--- src/shared/mesm_pkg.sv ---
// package for the metering engine sample and status map
// assumes a word-addressed engine memory, 32-bit words
package mesm_pkg;

  // ==========================================================
  // widths
  localparam int unsigned ADDR_W    = 8;
  localparam int unsigned DATA_W    = 32;
  localparam int unsigned HANDLE_W  = 4;
  localparam int unsigned DIPCNT_W  = 12;
  localparam int unsigned DIV_W     = 4;
  localparam int unsigned NUM_RAW   = 11;
  localparam int unsigned NUM_PHASE = 3;
  localparam int unsigned NUM_RMT   = 3;
  localparam int unsigned NUM_PAIR  = 4;
  localparam int unsigned IRQ_W     = 4;

  // ==========================================================
  // engine word addresses
  localparam logic [7:0] RAW_LAST_IDX    = 8'h0a;
  localparam logic [7:0] CONFIG_IDX      = 8'h20;
  localparam logic [7:0] DIP_THR_IDX     = 8'h24;
  localparam logic [7:0] HOST_REAL_IDX   = 8'h45;
  localparam logic [7:0] HOST_REACT_IDX  = 8'h49;
  localparam logic [7:0] STATUS_IDX      = 8'h80;
  localparam logic [7:0] SUM_REAL_IDX    = 8'h84;
  localparam logic [7:0] SUM_REACT_IDX   = 8'h88;
  localparam logic [7:0] INPUT_CFG_IDX   = 8'hc0;
  localparam logic [7:0] IRQ_STATUS_IDX  = 8'hc1;
  localparam logic [7:0] IRQ_MASK_IDX    = 8'hc2;

  // ==========================================================
  // reset values
  localparam logic [31:0] CONFIG_RST     = 32'h0030da20;
  localparam logic [31:0] DIP_THR_RST    = 32'h00000000;
  localparam logic [3:0]  DIV_RST        = 4'h7;

  // ==========================================================
  // configuration word fields
  localparam int unsigned CFG_TEMP_BIT    = 22;
  localparam int unsigned CFG_DIPCNT_LSB  = 8;
  localparam int unsigned CFG_REFSEL_LSB  = 6;
  localparam int unsigned CFG_PULSE_BIT   = 4;

  // input configuration word fields
  localparam int unsigned ICFG_DIFF_LSB   = 0;
  localparam int unsigned ICFG_RMT_LSB    = 4;
  localparam int unsigned ICFG_DIV_LSB    = 8;

  // status word fields
  localparam int unsigned STS_SQ_BIT      = 3;

  // interrupt status fields
  localparam int unsigned IRQ_BUSY_BIT    = 0;
  localparam int unsigned IRQ_DIP_LSB     = 1;

  // ==========================================================
  // handles and timing
  localparam logic [3:0] VOLT_FIRST_HANDLE = 4'h8;
  localparam real        CORE_CLK_HZ       = 250.0e6;
  localparam real        SLOW_CLK_HZ       = 32768.0;
  localparam int unsigned SLOW_TICK_CYC    =
    int'($floor(CORE_CLK_HZ / SLOW_CLK_HZ));

endpackage

--- src/rtl/mesm_top.sv ---
// engine memory map: raw samples, status word, configuration word
// assumes synchronous inputs on core_clk and a host port with one-cycle
// strobes, read data in the cycle after the read strobe
//
// Functional notes
// - raw samples readable at words 0..10
// - slot handle 4 bits, 0 to 10
// - differential local pair uses lower handle, word
// - remote pair written directly to lower word
// - voltages single-ended, handles/words 8, 9, 10
// - pairs one to three local or remote
// - status word at 0x80, upper bits zero
// - status bit 3 fundamental square wave
// - dip flags set after count, clear above
// - status reflects the compute pass just completed
// - busy interrupt once per sample period
// - configuration word 0x20, default 0x0030da20
// - temp compensation owner select, bit controlled
// - host pulse rate words 0x45, 0x49
// - otherwise pulse rate from summed powers
// - dip count field, default 218
// - temp owner flag at configuration bit 22
`timescale 1ns/1ps
`default_nettype none

module mesm_top #(
  parameter int unsigned SLOW_TICK_CYC = mesm_pkg::SLOW_TICK_CYC
) (
  input  wire logic        core_clk,
  input  wire logic        rst_n,
  input  wire logic        clk_en,
  // host port
  input  wire logic [7:0]  reg_addr,
  input  wire logic [31:0] reg_wdata,
  input  wire logic        reg_wr,
  input  wire logic        reg_rd,
  output logic      [31:0] reg_rdata,
  // local multiplexer samples
  input  wire logic        adc_valid,
  input  wire logic [3:0]  slot_input_select,
  input  wire logic [31:0] adc_data,
  // isolation interface samples, pairs one to three
  input  wire logic [2:0]  remote_valid,
  input  wire logic [31:0] remote_data_pair1,
  input  wire logic [31:0] remote_data_pair2,
  input  wire logic [31:0] remote_data_pair3,
  // engine sums
  input  wire logic [31:0] summed_real_power,
  input  wire logic [31:0] summed_reactive_power,
  // outputs
  output logic             engine_busy_pulse,
  output logic             irq,
  output logic             internal_temp_comp_en,
  output logic      [31:0] pulse_rate_real,
  output logic      [31:0] pulse_rate_reactive
);

  // ==========================================================
  // registers
  logic [31:0] raw_q [mesm_pkg::NUM_RAW];
  logic [31:0] config_q;
  logic [31:0] dip_thr_q;
  logic [31:0] host_real_q;
  logic [31:0] host_react_q;
  logic [31:0] sum_real_q;
  logic [31:0] sum_react_q;
  logic [3:0]  diff_en_q;
  logic [2:0]  rmt_en_q;
  logic [3:0]  div_q;
  logic [3:0]  status_q;
  logic [3:0]  irq_sts_q;
  logic [3:0]  irq_mask_q;
  logic [2:0]  dip_flag_q;
  logic [11:0] dip_cnt_q [mesm_pkg::NUM_PHASE];
  logic        sq_q;
  logic [31:0] tick_cnt_q;
  logic        tick_q;
  logic [4:0]  frame_cnt_q;
  logic        pass_q;

  logic        wr_cfg;
  logic [11:0] dip_limit;
  logic [1:0]  ref_sel;
  logic [4:0]  frame_len;
  logic [2:0]  dip_d;
  logic [2:0]  dip_onset;
  logic        sq_d;
  logic [31:0] rdata_d;

  assign wr_cfg    = clk_en & reg_wr;
  assign dip_limit = config_q[mesm_pkg::CFG_DIPCNT_LSB +: 12];
  assign ref_sel   = config_q[mesm_pkg::CFG_REFSEL_LSB +: 2];
  assign frame_len = {div_q, 1'b1};

  // ==========================================================
  // host writable words
  always_ff @(posedge core_clk or negedge rst_n) begin
    if (!rst_n) begin
      config_q     <= mesm_pkg::CONFIG_RST;
      dip_thr_q    <= mesm_pkg::DIP_THR_RST;
      host_real_q  <= '0;
      host_react_q <= '0;
      diff_en_q    <= '0;
      rmt_en_q     <= '0;
      div_q        <= mesm_pkg::DIV_RST;
      irq_mask_q   <= '0;
    end else if (wr_cfg) begin
      unique case (reg_addr)
        mesm_pkg::CONFIG_IDX:     config_q <= reg_wdata;
        mesm_pkg::DIP_THR_IDX:    dip_thr_q <= reg_wdata;
        mesm_pkg::HOST_REAL_IDX:  host_real_q <= reg_wdata;
        mesm_pkg::HOST_REACT_IDX: host_react_q <= reg_wdata;
        mesm_pkg::INPUT_CFG_IDX: begin
          diff_en_q <= reg_wdata[mesm_pkg::ICFG_DIFF_LSB +: 4];
          rmt_en_q  <= reg_wdata[mesm_pkg::ICFG_RMT_LSB +: 3];
          div_q     <= reg_wdata[mesm_pkg::ICFG_DIV_LSB +: 4];
        end
        mesm_pkg::IRQ_MASK_IDX:   irq_mask_q <= reg_wdata[3:0];
        default: ;
      endcase
    end
  end

  // ==========================================================
  // raw sample words
  always_ff @(posedge core_clk or negedge rst_n) begin
    if (!rst_n) begin
      for (int i = 0; i < mesm_pkg::NUM_RAW; i++) raw_q[i] <= '0;
    end else if (clk_en) begin
      // local slot: handle is the word, odd handle of a
      // differential pair and any remote pair are unused
      if (adc_valid && slot_input_select <= mesm_pkg::RAW_LAST_IDX[3:0])
      begin
        if (slot_input_select >= mesm_pkg::VOLT_FIRST_HANDLE) begin
          raw_q[slot_input_select] <= adc_data;
        end else if (slot_input_select[0]
                     && diff_en_q[slot_input_select[2:1]]) begin
          // handle unused in differential mode
        end else if (slot_input_select[2:1] != 2'h0
                     && rmt_en_q[slot_input_select[2:1] - 2'h1]) begin
          // remote pair ignores the multiplexer
        end else begin
          raw_q[slot_input_select] <= adc_data;
        end
      end
      if (remote_valid[0] && rmt_en_q[0]) raw_q[2] <= remote_data_pair1;
      if (remote_valid[1] && rmt_en_q[1]) raw_q[4] <= remote_data_pair2;
      if (remote_valid[2] && rmt_en_q[2])
        raw_q[6] <= remote_data_pair3;
    end
  end

  // ==========================================================
  // sample rate: frame of 2*div+1 slow clock periods
  always_ff @(posedge core_clk or negedge rst_n) begin
    if (!rst_n) begin
      tick_cnt_q <= '0;
      tick_q     <= 1'b0;
    end else if (clk_en) begin
      tick_q <= (tick_cnt_q == SLOW_TICK_CYC - 1);
      if (tick_cnt_q == SLOW_TICK_CYC - 1) tick_cnt_q <= '0;
      else tick_cnt_q <= tick_cnt_q + 32'h1;
    end
  end

  always_ff @(posedge core_clk or negedge rst_n) begin
    if (!rst_n) begin
      frame_cnt_q <= '0;
      pass_q      <= 1'b0;
    end else if (clk_en) begin
      pass_q <= 1'b0;
      if (tick_q) begin
        if (frame_cnt_q >= frame_len - 5'h1) begin
          frame_cnt_q <= '0;
          pass_q      <= 1'b1;
        end else begin
          frame_cnt_q <= frame_cnt_q + 5'h1;
        end
      end
    end
  end

  // ==========================================================
  // dip detection and square wave, evaluated per pass
  function automatic logic [31:0] mag(input logic [31:0] v);
    mag = v[31] ? (~v + 32'h1) : v;
  endfunction

  always_comb begin
    dip_d = dip_flag_q;
    for (int p = 0; p < mesm_pkg::NUM_PHASE; p++) begin
      if (mag(raw_q[8 + p]) > dip_thr_q) dip_d[p] = 1'b0;
      else if (mag(raw_q[8 + p]) < dip_thr_q
               && dip_cnt_q[p] + 12'h1 >= dip_limit) dip_d[p] = 1'b1;
    end
    unique case (ref_sel)
      2'h1:    sq_d = ~raw_q[9][31];
      2'h2:    sq_d = ~raw_q[10][31];
      default: sq_d = ~raw_q[8][31];
    endcase
  end

  assign dip_onset = dip_d & ~dip_flag_q;

  always_ff @(posedge core_clk or negedge rst_n) begin
    if (!rst_n) begin
      for (int p = 0; p < mesm_pkg::NUM_PHASE; p++) dip_cnt_q[p] <= '0;
      dip_flag_q <= '0;
      sq_q       <= 1'b0;
    end else if (clk_en && pass_q) begin
      for (int p = 0; p < mesm_pkg::NUM_PHASE; p++) begin
        if (mag(raw_q[8 + p]) >= dip_thr_q) dip_cnt_q[p] <= '0;
        else if (dip_cnt_q[p] != 12'hfff)
          dip_cnt_q[p] <= dip_cnt_q[p] + 12'h1;
      end
      dip_flag_q <= dip_d;
      sq_q       <= sq_d;
    end
  end

  // whole status word loads together at the end of a pass
  always_ff @(posedge core_clk or negedge rst_n) begin
    if (!rst_n) begin
      status_q <= '0;
    end else if (clk_en && pass_q) begin
      status_q <= {sq_d, dip_d};
    end
  end

  // ==========================================================
  // engine sums and pulse rate source
  always_ff @(posedge core_clk or negedge rst_n) begin
    if (!rst_n) begin
      sum_real_q  <= '0;
      sum_react_q <= '0;
    end else if (clk_en && pass_q) begin
      sum_real_q  <= summed_real_power;
      sum_react_q <= summed_reactive_power;
    end
  end

  always_ff @(posedge core_clk or negedge rst_n) begin
    if (!rst_n) begin
      pulse_rate_real     <= '0;
      pulse_rate_reactive <= '0;
    end else if (clk_en) begin
      if (config_q[mesm_pkg::CFG_PULSE_BIT]) begin
        pulse_rate_real     <= host_real_q;
        pulse_rate_reactive <= host_react_q;
      end else begin
        pulse_rate_real     <= sum_real_q;
        pulse_rate_reactive <= sum_react_q;
      end
    end
  end

  always_ff @(posedge core_clk or negedge rst_n) begin
    if (!rst_n) begin
      internal_temp_comp_en <= 1'b1;
    end else if (clk_en) begin
      internal_temp_comp_en <= ~config_q[mesm_pkg::CFG_TEMP_BIT];
    end
  end

  // ==========================================================
  // interrupts: sticky, write one to clear, set wins
  always_ff @(posedge core_clk or negedge rst_n) begin
    if (!rst_n) begin
      irq_sts_q <= '0;
    end else if (clk_en) begin
      irq_sts_q <= (irq_sts_q
                    & ~((reg_wr && reg_addr == mesm_pkg::IRQ_STATUS_IDX)
                        ? reg_wdata[3:0] : 4'h0))
                   | {dip_onset & {3{pass_q}}, pass_q};
    end
  end

  always_ff @(posedge core_clk or negedge rst_n) begin
    if (!rst_n) begin
      irq               <= 1'b0;
      engine_busy_pulse <= 1'b0;
    end else if (clk_en) begin
      irq               <= |(irq_sts_q & irq_mask_q);
      engine_busy_pulse <= pass_q;
    end
  end

  // ==========================================================
  // read path
  always_comb begin
    rdata_d = '0;
    if (reg_addr <= mesm_pkg::RAW_LAST_IDX) begin
      rdata_d = raw_q[reg_addr[3:0]];
    end else begin
      unique case (reg_addr)
        mesm_pkg::CONFIG_IDX:     rdata_d = config_q;
        mesm_pkg::DIP_THR_IDX:    rdata_d = dip_thr_q;
        mesm_pkg::HOST_REAL_IDX:  rdata_d = host_real_q;
        mesm_pkg::HOST_REACT_IDX: rdata_d = host_react_q;
        mesm_pkg::STATUS_IDX:     rdata_d = {28'h0, status_q};
        mesm_pkg::SUM_REAL_IDX:   rdata_d = sum_real_q;
        mesm_pkg::SUM_REACT_IDX:  rdata_d = sum_react_q;
        mesm_pkg::INPUT_CFG_IDX:
          rdata_d = {20'h0, div_q, 1'b0, rmt_en_q, diff_en_q};
        mesm_pkg::IRQ_STATUS_IDX: rdata_d = {28'h0, irq_sts_q};
        mesm_pkg::IRQ_MASK_IDX:   rdata_d = {28'h0, irq_mask_q};
        default:                  rdata_d = '0;
      endcase
    end
  end

  always_ff @(posedge core_clk or negedge rst_n) begin
    if (!rst_n) begin
      reg_rdata <= '0;
    end else if (clk_en) begin
      reg_rdata <= reg_rd ? rdata_d : 32'h0;
    end
  end

endmodule // mesm_top

`default_nettype wire

--- config.mk ---
export PLATFORM = sky130hd
export DESIGN_NAME = mesm_top
export DESIGN_NICKNAME = d
export VERILOG_FILES = /design/src/shared/mesm_pkg.sv /design/src/rtl/mesm_top.sv
export SDC_FILE = /design/constraint.sdc
export NUM_CORES = 2
export LEC_CHECK = 0
export BUFFER_PORTS_ARGS = -buffer_cell sky130_fd_sc_hd__buf_2
export CELL_PAD_IN_SITES_DETAIL_PLACEMENT = 1
export CELL_PAD_IN_SITES_GLOBAL_PLACEMENT = 2
export CORE_MARGIN = 2
export CORE_UTILIZATION = 37
export DETAILED_ROUTE_END_ITERATION = 7
export GPL_TIMING_DRIVEN = 1
export PLACE_DENSITY = 0.74
export SYNTH_ARGS = -nofsm -noshare
export SYNTH_HDL_FRONTEND = slang
export SYNTH_SLANG_ARGS = --single-unit
--- constraint.sdc ---
create_clock -name core_clk -period 4.44 [get_ports core_clk]
set_input_delay 0.444 -clock core_clk [delete_from_list [all_inputs] [get_ports core_clk]]
set_output_delay 0.444 -clock core_clk [all_outputs]
set_load 0.02 [all_outputs]
# [Word level (Yosys, flattened, before mapping)]
# Index checks and enable logic that the tools add are counted.
[word_totals] register_bits=744 latch_bits=0 ram_bits=0 romBits=0 output_inout_bits=99 wordCells=186 mem_count=0
[op_classes] addsub=10 multipliers=0 div_mod_pow=0 n_lt_le_gt_ge=21 n_eq_ne=24 n_shift=0 mux=43 bitwise_logic=17 reduce_logical=34
[op_table] op="352-bit two-way mux" n=3
[op_table] op="32-bit two-way mux" n=14
[op_table] op="352-bit bitwise mux" n=1
[op_table] op="32-bit one-hot mux with 10 select lines" n=1
[op_table] op="288-bit two-way mux" n=1
[op_table] op="32-bit by 1-bit adder with 32-bit output, second input constant" n=4
[op_table] op="32-bit binary-select mux with 4-bit select" n=1
[op_table] op="32-bit demux with 4-bit select" n=1
[op_table] op="32-bit greater-or-equal comparator" n=3
[op_table] op="32-bit greater-than comparator" n=3
[op_table] op="32-bit less-than comparator" n=3
[op_table] op="32-bit inverter" n=3
[op_table] op="12-bit two-way mux" n=6
[op_table] op="8-bit equality test, second input constant" n=6
[op_table] op="12-bit by 1-bit adder with 12-bit output, second input constant" n=3
[op_table] op="12-bit greater-or-equal comparator" n=3
[op_table] op="12-bit inequality test, second input constant" n=3
[op_table] op="32-bit by 13-bit equality test with 1-bit output, second input constant" n=1
[op_table] op="2-bit AND reduction" n=10
[op_table] op="3-bit by 2-bit inequality test with 1-bit output, second input constant" n=6
[op_table] op="8-bit by 6-bit equality test with 1-bit output, second input constant" n=2
[op_table] op="8-bit by 7-bit equality test with 1-bit output, second input constant" n=2
[op_table] op="4-bit AND reduction" n=4
[op_table] op="2-bit nonzero test" n=7
[op_table] op="28 further kinds" n=58

# [Longest topological paths before layout]
[depth] depth_word=11 depth_mapped=18 depth_no_buf=17

# [Worst setup path before layout]
# No wires, ideal clock.
[synth_timing] path_kind="reg-to-reg" start="register raw_q[32] (netlist name)" end="register dip_cnt_q[17] (netlist name)" arrival_ps=4279 required_time_ps=4349 setup_slack_ps=69 stages_incl_launch_ff=18 synth_period_minus_slack_ps=4371 cell_sequence="dfrtp_1 inv_1 ha_1 nor3b_1 nand4_1 nand2b_1 or3_1 or3_1 o21ai_1 xnor2_1 ha_1 a21oi_1 nand2_1 a221oi_1 o21ai_0 nor4b_1 nand2_1 o221ai_1"
[synth_between] elab_chain_len=6 word_cells_on_any_way=7 cone_classes="add/sub: 1; order compare: 1; mux: 2; bitwise: 1; reduce/logical: 2"
[synth_rtl] item="from (decl)" line="mesm_top.sv:60" text="logic [31:0] raw_q [mesm_pkg::NUM_RAW];"
[synth_rtl] item="from (signal, indexed assignment)" line="mesm_top.sv:135" text="raw_q[slot_input_select] <= adc_data;"
[synth_rtl] item="from (signal, indexed assignment)" line="mesm_top.sv:143" text="raw_q[slot_input_select] <= adc_data;"
[synth_rtl] item="32-bit inverter" line="mesm_top.sv:186" text="mag = v[31] ? (~v + 32'h1) : v;"
[synth_rtl] item="32-bit by 1-bit adder with 32-bit output" line="mesm_top.sv:186"
[synth_rtl] item="32-bit two-way mux *" line="mesm_top.sv:186"
[synth_rtl] item="32-bit greater-or-equal comparator *" line="mesm_top.sv:212" text="if (mag(raw_q[8 + p]) >= dip_thr_q) dip_cnt_q[p] <= '0;"
[synth_rtl] item="2-bit nonzero test (no source line)"
[synth_rtl] item="2-bit AND reduction (no source line)"
[synth_rtl] item="to (signal, indexed assignment)" line="mesm_top.sv:214" text="dip_cnt_q[p] <= dip_cnt_q[p] + 12'h1;"
[synth_rtl] item="to (decl)" line="mesm_top.sv:74" text="logic [11:0] dip_cnt_q [mesm_pkg::NUM_PHASE];"
# Mark *: on every way between the ends. The rest lies on a longest branch, timed or not.
# A chain may end at the register's enable or synchronous reset.

# [Worst setup path after layout]
[layout_timing] start="register raw_q[3] (netlist name)" end="register dip_cnt_q[1] (netlist name)"
# The elaborated chain is that of the path after synthesis.

==> results.ini <==
[critical_path]
critPathLaunchType=flip-flop
critical_path.endpoint=dip_cnt_q[1]$_DFFE_PN0P_
crit_required_ns=5.02
setup.worst_path.start=raw_q[3]$_DFFE_PN0P_
r2r_end=dip_cnt_q[1]$_DFFE_PN0P_
crit_path_end_kind=flip-flop
worstSetupPathType=reg -> reg
crit_path_cell_trace=or4_4 > or3b_4 > nand2b_4 > or2_4 > nand2b_4 > o41ai_4 > xnor2_1 > ha_1 > and2_4 > a221o_1 > a221oi_2 > o21ai_1 > a211o_1 > or3_4 > o22ai_2
cp_num_cells=15
cp_top_family=simple AND/OR/NAND/NOR gates
reg2reg_depth=15
cp_slowest_cell=or4_4
r2r_start=raw_q[3]$_DFFE_PN0P_
cp.arrival_ns=5.03
worstPathMaxFanout=3
critPathMaxStageDelay_ns=0.54
path_common_cell=nand2b_4
rrSetupSlack_ns=-0.01
crit_buf_inv=0

[logic_synthesis]
ys_ff_latch=741
yosys_warnings=0
synth_top_cell_by_area=dfrtp_1
syn_avg_cell_area_um2=11.22
synth_flop_cell=dfrtp_1
synth_top_area_share_pct=45.89
synthDistinctLibCells=79
syn-cell-area_um2=39750
synth_edf_count=0
seq_area_frac_synth_pct=46.68
synthesis.nets=3937
syn_inst=3544
synth_area_leaders=dfrtp_1 (46%), mux2_2 (13%), ha_1 (4.7%), mux4_2 (3.7%), nand2_1 (3.5%)
postSynth.asyncResetShare_pct=100.0

[final_layout]
synthToLayoutAreaGrowth_pct=19.53
ff_latch_area_um2=18560
fillCellCount=11500
fin_nets=4353
drive_above_1_share_pct=31.38
multi_input_area_um2=20150

[floorplanning]
initial_utilization_pct=37.24
die_x_um=331.8
die-area_um2=110100
ioPinCount=344
core-area_um2=106800
rows=120
die_y_um=331.8

[pwr]
finalPower_mw=19.75
powerDensity_nw_per_um2=415.5
peakVddDrop_mv=0.2741
static-leakage-power_nw=21.82

[detailed_routing]
drcViolationCount=0
dr.pass1.iters=5
ant_nets=0
wl_um=141000
drt-vias-per-instance=5.626
drtIter0Drc=1727
via_count=30600
wire_per_inst_um=25.94

[global_route]
grt_pass1_vias=32600
grt-ovfl-total=0
antenna_found_initial=10
grt.total_usage_pct=25.41
grt_max_degree=96
grt_pass1_wl_um=212900

[sta]
slew_headroom_pct=18.82
setup_violations=1
hold_viol_final=0
period_needed_ns=4.452
max_freq_mhz=224.6
rsz0062_at_grt=yes
maxSlewViolCount=0
worstMarginPinSlew_ns=1.215
finalCritPeriodShare_pct=100.3
tns_ns=-0.01198
setup_ws_ns=-0.01198
fin_skew_ns=0.02688

[clock_tree]
cts-buffers-inserted=87
cts_tree=done
cts.sinks=741
ctsRootBufferMaster=clkbuf_16
ctsHtreeMaxLevel=3
path_clk_slew_ns=0.06
cts_buffer_depth=3
clk_latency_ns=0.68

[worst_hold_path]
hold_path_class=in -> reg

[place]
place.gp.congestion=0.8967
dp_slack_ns=-0.1842
dp_hpwl_um=104300
port_buffers=343

[outcome]
status=finished with violations
violations=setup timing

[run]
cap_violations=0

sequential cells by signal, indices dropped and copies added, names as in the netlist, 5 cells and up:
name and flops:
sum_real_q 32, config_q 32, tick_cnt_q 32, host_react_q 32, reg_rdata 32, pulse_rate_real 32
host_real_q 32, sum_react_q 32, dip_cnt_q 36, dip_thr_q 32, raw_q 352, pulse_rate_reactive 32
frame_cnt_q 5
placed cells by master, fill, tap and decap left out, drive strengths merged, types with 10 or more instances in the layout:
cell type,Yosys,layout
nand3,89,89
clkbuf,163,132
o211ai,24,24
o31ai,24,24
nand2,372,372
ha,148,148
nor3,19,19
xor2,17,17
dlygate4sd3,0,57
nor2,112,112
nor2b,10,10
nor4,28,28
and2,18,18
or2,11,11
dfstp,12,12
nand4,44,44
o2bb2ai,25,25
o41ai,17,17
inv,107,109
o21ai,158,158
xnor2,119,119
mux2i,125,125
a221oi,18,18
and3,15,15
a22oi,77,77
nand2b,24,24
dfrtp,729,729
a21oi,165,165
buf,76,509
mux2,494,494
or3,16,16
clkinv,0,19
or4,12,12
a22o,110,110
mux4,65,65
a21o,26,26
cell families after synthesis:
family,share of synthesized area [%]
simple gates,9.549
buf+inv,3.437
mux,20.82
compound gates,11.86
xor+xnor,2.996
fa+ha+maj,4.658
flops,46.68
routing by layer:
metal	wire (um)	global-route usage (%)	vias to the layer above	share of wire, %
li1	-	-	13760	-
met1	64170	34.64	16040	45
met2	66910	41.82	627	47
met3	5421	3.351	167	3.8
met4	4526	8.277	6	3.2
met5	28	0	-	0.020
report_power, final:
part	total [mW]	internal [mW]	switching, mW
logic	4.30	1.94	2.36
clock network	7.37	4.38	2.99
registers	8.07	7.42	0.649
tightest hold or removal path, stage by stage:
cell and delay [ns]:
buf_2 0.11, nand2_1 0.07, nand2_1 0.06
worst min path at each step:
| stage | start | end | depth (start not counted) |
|---|---|---|---|
| 2_1_floorplan | rst_n | config_q[0]$_DFFE_PN0P_ | 0 |
| 5_1_grt | summed_reactive_power[30] | sum_react_q[30]$_DFFE_PN0P_ | 3 |
| 3_5_place_dp | config_q[22]$_DFFE_PN0P_ | internal_temp_comp_en$_DFFE_PN1P_ | 1 |
| 6_report | summed_reactive_power[29] | sum_react_q[29]$_DFFE_PN0P_ | 3 |
| 3_3_place_gp | config_q[22]$_DFFE_PN0P_ | internal_temp_comp_en$_DFFE_PN1P_ | 1 |
| 4_1_cts | reg_wdata[23] | dip_thr_q[23]$_DFFE_PN0P_ | 2 |
cell type report:
| class | count | area share, % |
|---|---|---|
| Clock buffer | 132 | 5.556 |
| Antenna cell | 4 | 0.02106 |
| Timing Repair Buffer | 566 | 7.820 |
| Multi-Input combinational cell | 2457 | 42.39 |
| Tap cell | 1403 | 3.694 |
| Clock inverter | 28 | 0.6082 |
| Inverter | 107 | 0.8452 |
| Sequential cell | 741 | 39.06 |
cells in the mapped netlist (all sizes together), types with 6 or more instances:
master and number:
nand3 89, or2 11, nor4b 7, a211oi 8, a221oi 18, dfstp 12, dfrtp 729, and4 8
nor2b 10, xnor2 119, a22oi 77, and3 15, o211ai 24, a22o 110, nor2 112, nor4 28
mux2 494, nand2 372, buf 76, nor3 19, ha 148, and2 18, nand4 44, clkbuf 163
or3 16, mux4 65, nand2b 24, inv 107, o21ai 158, o221ai 6, or4 12, mux2i 125
o31ai 24, a21o 26, o2bb2ai 25, xor2 17, o41ai 17, a21oi 165
repair_timing:
action                     4_1_cts  5_1_grt
buffers inserted                 0        9
resized for setup                4       44
pin swaps                        0       11
hold endpoints to repair       123        0
setup endpoints to repair       16       37
hold buffers                    57        0
stage by stage:
step / utilization, % / hold WS [ns] / cell area, um^2 / instances
after floorplan: - / 0.1484 / 39750 / 3544
after global placement: 40.95 / 0.4299 / 43720 / 5208
after detailed placement: 40.95 / 0.4531 / 43720 / 5208
after CTS: 44.25 / 0.006619 / 47230 / 5425
after global routing: 44.51 / 0.02644 / 47520 / 5437
final: 44.51 / 0.04462 / 47520 / 5438
(Power assumes the default switching activity.)
